===== src/t2wc_pkg.sv =====
// package: register map, fields, modes and constants of the timer
package t2wc_pkg;
    // register indices; byte address is four times the index
    localparam logic [7:0] IDX_CTRL_A   = 8'hb0; // waveform_control_a
    localparam logic [7:0] IDX_CTRL_B   = 8'hb1; // waveform_control_b
    localparam logic [7:0] IDX_COUNT    = 8'hb2; // counter value
    localparam logic [7:0] IDX_CMP_A    = 8'hb3; // compare_value_a
    localparam logic [7:0] IDX_CMP_B    = 8'hb4; // compare_value_b
    localparam logic [7:0] IDX_GEN_CTRL = 8'hb8; // general_timer_control
    localparam logic [7:0] IDX_PIN_CTRL = 8'hb9; // pin direction and level
    localparam logic [7:0] IDX_STATUS   = 8'hba; // event flags
    localparam int unsigned ADDR_W = 12;        // apb address width
    // field positions
    localparam int unsigned COM_A_LSB    = 6;   // output_mode_chan_a
    localparam int unsigned COM_B_LSB    = 4;   // output_mode_chan_b
    localparam int unsigned WGM_HIGH_BIT = 3;   // waveform_mode_high_bit
    localparam int unsigned PSR_BIT      = 1;   // async_prescaler_reset_bit
    localparam int unsigned DDR_LSB      = 0;   // direction bits a, b
    localparam int unsigned PORT_LSB     = 2;   // port levels a, b
    localparam int unsigned OVF_BIT      = 0;   // overflow_flag
    localparam int unsigned MATCH_LSB    = 1;   // match flags a, b
    // write masks and reset values
    localparam logic [7:0] CTRL_A_WMASK = 8'hf3; // bits 3:2 stay zero
    localparam logic [7:0] CTRL_B_WMASK = 8'h0f; // mode bit and clock select
    localparam logic [7:0] PIN_WMASK    = 8'h0f; // two direction, two levels
    localparam logic [7:0] REG_RESET    = 8'h00; // all registers
    localparam logic [7:0] MAX_VAL      = 8'hff; // counter maximum
    localparam logic [7:0] BOTTOM_VAL   = 8'h00; // counter bottom
    // waveform modes
    typedef enum logic [2:0] {
        M_NORMAL   = 3'b000,
        M_PC_FF    = 3'b001,
        M_CTC      = 3'b010,
        M_FAST_FF  = 3'b011,
        M_RSV4     = 3'b100,
        M_PC_CMP   = 3'b101,
        M_RSV6     = 3'b110,
        M_FAST_CMP = 3'b111
    } t2wc_mode_t;
    // clock select codes
    typedef enum logic [2:0] {
        CS_STOP = 3'b000,
        CS_DIV1 = 3'b001,
        CS_D8   = 3'b010,
        CS_D32  = 3'b011,
        CS_D64  = 3'b100,
        CS_D128 = 3'b101,
        CS_D256 = 3'b110,
        CS_D1K  = 3'b111
    } t2wc_cs_t;
    // byte address of a register index
    function automatic logic [ADDR_W-1:0] byte_addr(input logic [7:0] idx);
        return {2'b00, idx, 2'b00};
    endfunction
endpackage


===== src/t2wc_top.sv =====
// 8-bit timer with two compare outputs behind an apb slave
// Notes on behaviour
// - prescaler gives stop, /1, 8,32,64,128,256,1024
// - prescaler reset bit clears prescaler count
// - nonzero output mode overrides port function, except pwm a code 01 without high bit
// - pin driver enabled only by direction bit
// - non-pwm: 00 off, 01 toggle, 10 clear, 11 set
// - fast pwm a: 10 non-inverting, 11 inverting
// - pwm a code 01 toggles only if high bit
// - fast pwm: compare at top ignored, bottom kept
// - phase pwm a: 10 clear up, set down
// - phase pwm: compare at top acts at top
// - fast pwm b like a, 01 reserved
// - phase pwm b like a, 01 reserved
// - control a bits 3:2 read zero
// - mode is three bits over both controls
// - modes 0,2 immediate update, flag at max
// - phase: update top, flag bottom; fast: bottom
// - high mode bit at control b bit 3
// - clock select field picks ascending division
`timescale 1ns/1ps
`default_nettype none
module t2wc_top (
    input  wire logic                        pclk,          // 50 MHz clock
    input  wire logic                        presetn,       // async reset
    input  wire logic                        psel,          // apb select
    input  wire logic                        penable,       // apb enable
    input  wire logic                        pwrite,        // apb direction
    input  wire logic [t2wc_pkg::ADDR_W-1:0] paddr,         // byte address
    input  wire logic [31:0]                 pwdata,        // write data
    output logic      [31:0]                 prdata,        // read data
    output logic                             pready,        // always ready
    output logic                             pslverr,       // unmapped
    output logic                             compare_out_a, // pin a level
    output logic                             compare_oe_a,  // pin a drive
    output logic                             compare_out_b, // pin b level
    output logic                             compare_oe_b   // pin b drive
);
    import t2wc_pkg::*;

    // registers
    logic [7:0]  ctrl_a_q, ctrl_b_q;   // waveform controls
    logic [7:0]  cnt_q;                // counter
    logic [7:0]  buf_q [2];            // compare values as written
    logic [7:0]  act_q [2];            // compare values in use
    logic [3:0]  pin_q;                // direction and port levels
    logic [2:0]  stat_q;               // event flags
    logic [9:0]  pre_q;                // prescaler count
    logic        down_q;               // phase pwm counting down
    logic        block_q;              // counter write blocks next match
    logic [1:0]  oc_q, lvl_q, oe_q;    // compare state, pin level, drive
    logic [31:0] prdata_q;             // read data

    // apb decode
    wire wr_en   = psel & penable & pwrite;
    wire rd_set  = psel & ~penable & ~pwrite;
    wire sel_ca  = paddr == byte_addr(IDX_CTRL_A);
    wire sel_cb  = paddr == byte_addr(IDX_CTRL_B);
    wire sel_cnt = paddr == byte_addr(IDX_COUNT);
    wire sel_ma  = paddr == byte_addr(IDX_CMP_A);
    wire sel_mb  = paddr == byte_addr(IDX_CMP_B);
    wire sel_gen = paddr == byte_addr(IDX_GEN_CTRL);
    wire sel_pin = paddr == byte_addr(IDX_PIN_CTRL);
    wire sel_st  = paddr == byte_addr(IDX_STATUS);
    wire mapped  = sel_ca | sel_cb | sel_cnt | sel_ma | sel_mb | sel_gen
                 | sel_pin | sel_st;
    wire [7:0] wdat = pwdata[7:0];
    wire psr_wr  = wr_en & sel_gen & wdat[PSR_BIT];

    assign pready  = 1'b1;
    assign pslverr = psel & penable & ~mapped;
    assign prdata  = prdata_q;

    // mode and clock select
    t2wc_mode_t mode;
    t2wc_cs_t   cs;
    assign mode = t2wc_mode_t'({ctrl_b_q[WGM_HIGH_BIT], ctrl_a_q[1:0]});
    assign cs   = t2wc_cs_t'(ctrl_b_q[2:0]);
    wire is_fast = (mode == M_FAST_FF) | (mode == M_FAST_CMP);
    wire is_pc   = (mode == M_PC_FF) | (mode == M_PC_CMP);
    wire top_a   = (mode == M_CTC) | (mode == M_PC_CMP) | (mode == M_FAST_CMP);
    wire [7:0] top = top_a ? act_q[0] : MAX_VAL;

    // prescaler tap for the selected division
    function automatic logic tap(input t2wc_cs_t c, input logic [9:0] p);
        logic t;
        t = 1'b0;
        unique case (c)
            CS_STOP: t = 1'b0;
            CS_DIV1: t = 1'b1;
            CS_D8:   t = &p[2:0];
            CS_D32:  t = &p[4:0];
            CS_D64:  t = &p[5:0];
            CS_D128: t = &p[6:0];
            CS_D256: t = &p[7:0];
            CS_D1K:  t = &p[9:0];
        endcase
        return t;
    endfunction
    wire tick = tap(cs, pre_q);

    // counter events
    wire at_top  = cnt_q == top;
    wire at_bot  = cnt_q == BOTTOM_VAL;
    wire pc_down = (down_q & ~at_bot) | (~down_q & at_top);
    wire wrap    = tick & ~is_pc & at_top;       // next count is bottom
    wire top_evt = tick & is_pc & at_top & ~down_q;
    wire upd     = is_fast ? wrap : is_pc ? top_evt : 1'b1;
    wire ovf_set = is_pc ? (tick & down_q & at_bot)
                 : (mode == M_FAST_CMP) ? wrap
                 : (tick & cnt_q == MAX_VAL);
    wire cnt_wr  = wr_en & sel_cnt;
    wire [7:0] cnt_d = cnt_wr ? wdat
                     : ~tick ? cnt_q
                     : is_pc ? (pc_down ? cnt_q - 8'h01 : cnt_q + 8'h01)
                     : at_top ? BOTTOM_VAL : cnt_q + 8'h01;

    // next compare output level of one channel
    function automatic logic oc_next(
        input logic oc, input logic [1:0] com, input logic is_a,
        input logic wgm2, input logic fast, input logic pc,
        input logic hit, input logic wr, input logic tp,
        input logic dn, input logic cmptop);
        logic r;
        logic ign;
        r   = oc;
        ign = com[1] & cmptop;
        if (!fast && !pc) begin
            if (hit && com == 2'b01) begin
                r = ~oc;
            end else if (hit && com[1]) begin
                r = com[0];
            end
        end else if (com == 2'b01) begin
            if (is_a && wgm2 && hit) begin
                r = ~oc;
            end
        end else if (com[1] && fast) begin
            if (wr) begin
                r = ~com[0];
            end else if (hit && !ign) begin
                r = com[0];
            end
        end else if (com[1]) begin
            if (ign) begin
                if (tp) begin
                    r = ~com[0];
                end
            end else if (hit) begin
                r = dn ? ~com[0] : com[0];
            end
        end
        return r;
    endfunction

    // per-channel compare, output and pin logic
    logic [1:0] hit;
    logic [1:0] dis;                // pwm a code 01 without high bit leaves port in charge
    logic [1:0] oc_d, lvl_d;
    genvar ch;
    generate
        for (ch = 0; ch < 2; ch++) begin : g_ch
            wire [1:0] com = (ch == 0) ? ctrl_a_q[COM_A_LSB +: 2]
                                       : ctrl_a_q[COM_B_LSB +: 2];
            assign hit[ch]   = tick & ~block_q & (cnt_q == act_q[ch]);
            assign oc_d[ch]  = oc_next(oc_q[ch], com, ch == 0,
                                       ctrl_b_q[WGM_HIGH_BIT], is_fast, is_pc,
                                       hit[ch], wrap, top_evt, down_q,
                                       act_q[ch] == top);
            assign dis[ch]   = (ch == 0) & (com == 2'b01) & (is_fast | is_pc)
                             & ~ctrl_b_q[WGM_HIGH_BIT];
            assign lvl_d[ch] = ((|com) & ~dis[ch]) ? oc_q[ch]
                                      : pin_q[PORT_LSB + ch];
            // double-buffered compare value
            always_ff @(posedge pclk or negedge presetn) begin
                if (!presetn) begin
                    buf_q[ch] <= REG_RESET;
                    act_q[ch] <= REG_RESET;
                end else begin
                    if (wr_en & ((ch == 0) ? sel_ma : sel_mb)) begin
                        buf_q[ch] <= wdat;
                    end
                    if (upd) begin
                        act_q[ch] <= (wr_en & ((ch == 0) ? sel_ma : sel_mb))
                                     ? wdat : buf_q[ch];
                    end
                end
            end
        end
    endgenerate

    // control registers and pin direction
    always_ff @(posedge pclk or negedge presetn) begin
        if (!presetn) begin
            ctrl_a_q <= REG_RESET;
            ctrl_b_q <= REG_RESET;
            pin_q    <= REG_RESET[3:0];
        end else if (wr_en) begin
            if (sel_ca) begin
                ctrl_a_q <= wdat & CTRL_A_WMASK;
            end
            if (sel_cb) begin
                ctrl_b_q <= wdat & CTRL_B_WMASK;
            end
            if (sel_pin) begin
                pin_q <= wdat[3:0] & PIN_WMASK[3:0];
            end
        end
    end

    // prescaler, cleared by the reset bit
    always_ff @(posedge pclk or negedge presetn) begin
        if (!presetn) begin
            pre_q <= 10'h000;
        end else if (psr_wr) begin
            pre_q <= 10'h000;
        end else begin
            pre_q <= pre_q + 10'h001;
        end
    end

    // counter, direction and match block
    always_ff @(posedge pclk or negedge presetn) begin
        if (!presetn) begin
            cnt_q   <= REG_RESET;
            down_q  <= 1'b0;
            block_q <= 1'b0;
        end else begin
            cnt_q   <= cnt_d;
            down_q  <= tick ? (is_pc & pc_down) : down_q;
            block_q <= cnt_wr | (block_q & ~tick);
        end
    end

    // event flags: set wins over write-one-to-clear
    wire [2:0] st_set = {hit[1], hit[0], ovf_set};
    wire [2:0] st_clr = (wr_en & sel_st) ? wdat[2:0] : 3'b000;
    always_ff @(posedge pclk or negedge presetn) begin
        if (!presetn) begin
            stat_q <= 3'b000;
        end else begin
            stat_q <= st_set | (stat_q & ~st_clr);
        end
    end

    // compare outputs and pins
    always_ff @(posedge pclk or negedge presetn) begin
        if (!presetn) begin
            oc_q  <= 2'b00;
            lvl_q <= 2'b00;
            oe_q  <= 2'b00;
        end else begin
            oc_q  <= oc_d;
            lvl_q <= lvl_d;
            oe_q  <= pin_q[DDR_LSB +: 2];
        end
    end
    assign compare_out_a = lvl_q[0];
    assign compare_out_b = lvl_q[1];
    assign compare_oe_a  = oe_q[0];
    assign compare_oe_b  = oe_q[1];

    // read mux, captured in the setup cycle
    wire [7:0] rd_mux = sel_ca  ? ctrl_a_q
                      : sel_cb  ? ctrl_b_q
                      : sel_cnt ? cnt_q
                      : sel_ma  ? buf_q[0]
                      : sel_mb  ? buf_q[1]
                      : sel_pin ? {4'h0, pin_q}
                      : sel_st  ? {5'h00, stat_q}
                      : 8'h00;
    always_ff @(posedge pclk or negedge presetn) begin
        if (!presetn) begin
            prdata_q <= 32'h0000_0000;
        end else if (rd_set) begin
            prdata_q <= {24'h00_0000, rd_mux};
        end
    end
endmodule
`default_nettype wire


===== config.mk =====
export PLATFORM = sky130hd
export DESIGN_NAME = t2wc_top
export DESIGN_NICKNAME = d
export VERILOG_FILES = /design/src/t2wc_pkg.sv /design/src/t2wc_top.sv
export SDC_FILE = /design/constraint.sdc
export NUM_CORES = 1
export LEC_CHECK = 0
export BUFFER_PORTS_ARGS = -buffer_cell sky130_fd_sc_hd__buf_2
export CAP_MARGIN = 25
export CORE_MARGIN = 2
export CORE_UTILIZATION = 45
export CTS_CLUSTER_SIZE = 28
export DETAILED_ROUTE_END_ITERATION = 6
export GPL_ROUTABILITY_DRIVEN = 1
export PLACE_DENSITY = 0.73
export RECOVER_POWER = 100
export SYNTH_ARGS = -nofsm -noshare
export SYNTH_HDL_FRONTEND = slang
export SYNTH_SLANG_ARGS = --single-unit
export TNS_END_PERCENT = 10

===== constraint.sdc =====
create_clock -name pclk -period 3.9 [get_ports pclk]
set_clock_uncertainty 0.05 [all_clocks]
set_input_delay 0.78 -clock pclk [delete_from_list [all_inputs] [get_ports pclk]]
set_output_delay 0.78 -clock pclk [all_outputs]
set_load 0.005 [all_outputs]

==> results.toml <==
[run_status]
status = "finished with violations"
violations = "capacitance limit, slew limit"

[worst_setup_path]
cp-end-kind = "output port"
path_cells = "clkbuf_1, nor4_1, nand2_1, nor3_1, clkbuf_1, a2111oi_0, clkbuf_1"
cp.required_ns = 3.07
cpPeakStageDelay_ns = 0.56
cp_common_cell = "clkbuf_1"
start_kind = "input pin"
cp_slowest_cell = "nor4_1"
crit_fanout = 10
critPathKind = "in -> out"
cp.arrival_ns = 2.61

[yosys]
synthTopCellsByCount = "83 x dfrtp_1, 53 x nand2_1, 48 x mux2_2"
syn-instance-count = 529
synth_area_per_cell_sq_um = 9.669
netlist_area_sq_um = 5115
yosysTopAreaCellShare_pct = 40.61
synth-main-ff-cell = "dfrtp_1"
synth-seq-area-share_pct = 40.61
yosysMostFrequentCell = "dfrtp_1"
yosys.area.top_type = "dfrtp_1"
yosys_warnings = 0
synthTopCellsByArea = "dfrtp_1 41%, mux2_2 11%, buf_4 4.3%, nand2_1 3.9%, xnor2_1 2.4%"
synth_edf_count = 0
yosysUniqueCellTypes = 65
async_flop_share_pct = 100.0
ys_ff_latch = 83

[place]
place_hpwl_mm = 9.156
io_buffers = 37
place.gp.congestion = 0.9756

[global_routing]
grt_start_max_net_pins = 84
grt_pass1_vias = 3993
antenna_found_initial = 0
use_met1_pct = 28.99
grt_pass1_wl_mm = 20.95
use_met3_pct = 4.555
use_met2_pct = 33.33
grt_use_total_pct = 21.17
top_usage_layer = "met2"
grt_remaining_overflow = 0

[finish]
antenna_cells = 0
nets = 604
drive_gt1_share_pct = 16.64
area_growth_pct = 8.097

[floorplanning]
die-area_sq_um = 12240
row_count = 38
initial_core_util_pct = 46.57
io_pins = 87
dieWidth_microns = 110.6
die_h_microns = 110.6
core-area_sq_um = 10980

[run]
cap_violations = 1

[sta]
fmax_ghz = 0.2906
setup-violations-final = 0
maxSlewViolCount = 75
slew_headroom_pct = -19.39
rsz0062_at_grt = "no"
worst_hold_slack_ns = 0.3133
tightest_slew_ns = 1.791
setup-tns-final_ns = 0
period_needed_ns = 3.441
finalHoldViolations = 0
finalCritPeriodShare_pct = 88.23

[cts]
htreeDepth = 3
cts_resized = 0
cts_buffers = 9
cts_sinks = 83
cts.path.max_buffers = 2
cts-root-buf = "clkbuf_16"
clk_pin_slew_ns = 0.07
cts-hold-fix-buffers = 0
cts_tree = "done"
clkLatencyLatePin_ns = 0.35
postCtsSetupBuffers = 0

[hold_path]
hold_path.class = "in -> async"

[route]
drt_wl_total_mm = 13.10
drt_first_pass_iters = 7
vias = 4313
drt-wirelength-per-cell_microns = 18.90
ant_nets = 0
drt_iter0_markers = 463
drc = 0
via_per_inst = 6.224

[pwr]
power_w = 0.001865
p_leak_nw = 2.513
power_density_nw_per_um2 = 337.3
vdd_drop_max_uv = 279.3
[routing by layer]
| metal | vias to the layer above | part of all wire, % |
|---|---|---|
| met5 | - | 0 |
| met4 | 0 | 3.1 |
| met3 | 57 | 7.9 |
| met2 | 239 | 45 |
| met1 | 2099 | 43 |
| li1 | 1918 | - |
[state kept, by name, indices dropped and copies added, names as in the netlist]
name      cells
oc_q          2
prdata        8
ctrl_a_q      6
pre_q        10
block_q       1
buf_q        16
act_q        16
oe_q          2
pin_q         4
lvl_q         2
stat_q        3
cnt_q         8
ctrl_b_q      4
down_q        1
[worst paths after layout]
| kind | start | endpoint | slack (ns) | cells after the start |
|---|---|---|---|---|
| max in group asynchronous | presetn | down_q | 1.39 | 2 |
| max reg2reg | ctrl_b_q[3] | cnt_q[4] | 0.48 | 8 |
| min in group pclk | pin_q[0] | oe_q[0] | 0.37 | 0 |
| min reg2reg | pin_q[0] | oe_q[0] | 0.37 | 0 |
| max | paddr[2] | pslverr | 0.46 | 7 |
| min | presetn | pin_q[3] | 0.31 | 1 |
[logic make-up after synthesis]
| group | synth area share (%) |
|---|---|
| AOI/OAI and AO/OA | 14.92 |
| xor gates and xnor gates | 4.623 |
| adders and majority gates | 1.468 |
| buffers and inverters | 7.681 |
| DFF | 40.61 |
| muxes | 11.77 |
| other | 0.1468 |
| and+or+nand+nor | 18.79 |
[where the power goes]
| part | internal [W] | switching [W] | total, W |
|---|---|---|---|
| clock network | 0.000501 | 0.000375 | 0.000875 |
| logic | 0.0000291 | 0.0000570 | 0.0000861 |
| registers | 0.000882 | 0.0000216 | 0.000904 |
| total | 0.00141 | 0.000453 | 0.00187 |
[final cells by class]
class	count	area, sq um
clock buffers	9	225.2
clock inverters	6	73.82
fillers	979	5454
inverters	14	52.55
multi-input cells	397	2709
flip-flops and latches	83	2077
well taps	140	175.2
repair buffers	44	216.5
[worst max-delay path: cells and delay by family]
| family | cells | cell delay, ns |
|---|---|---|
| simple gates | 3 | 0.87 |
| buf+inv | 3 | 0.78 |
| compound gates | 1 | 0.17 |
[through the flow]
step	area, sq um	util (%)	instances	setup WS (ns)
detailed placement	5269	47.97	677	0.7028
finish	5529	50.34	693	0.4590
global placement	5269	47.97	677	0.6868
floorplan	5201	-	552	0.8728
CTS	5568	50.69	692	0.7023
global route	5529	50.34	693	0.3052
[cells in the final DEF (no fill, tap or decap), types with 19 or more instances in the layout]
cell	Yosys	final
o21ai_0	18	19
buf_2	5	30
nand3_1	20	20
mux2_2	48	38
nor2_1	22	23
conb_1	2	25
a21oi_1	22	22
dfrtp_1	83	83
nand2_1	53	53
Note: power is estimated with default switching activity, not from simulation.
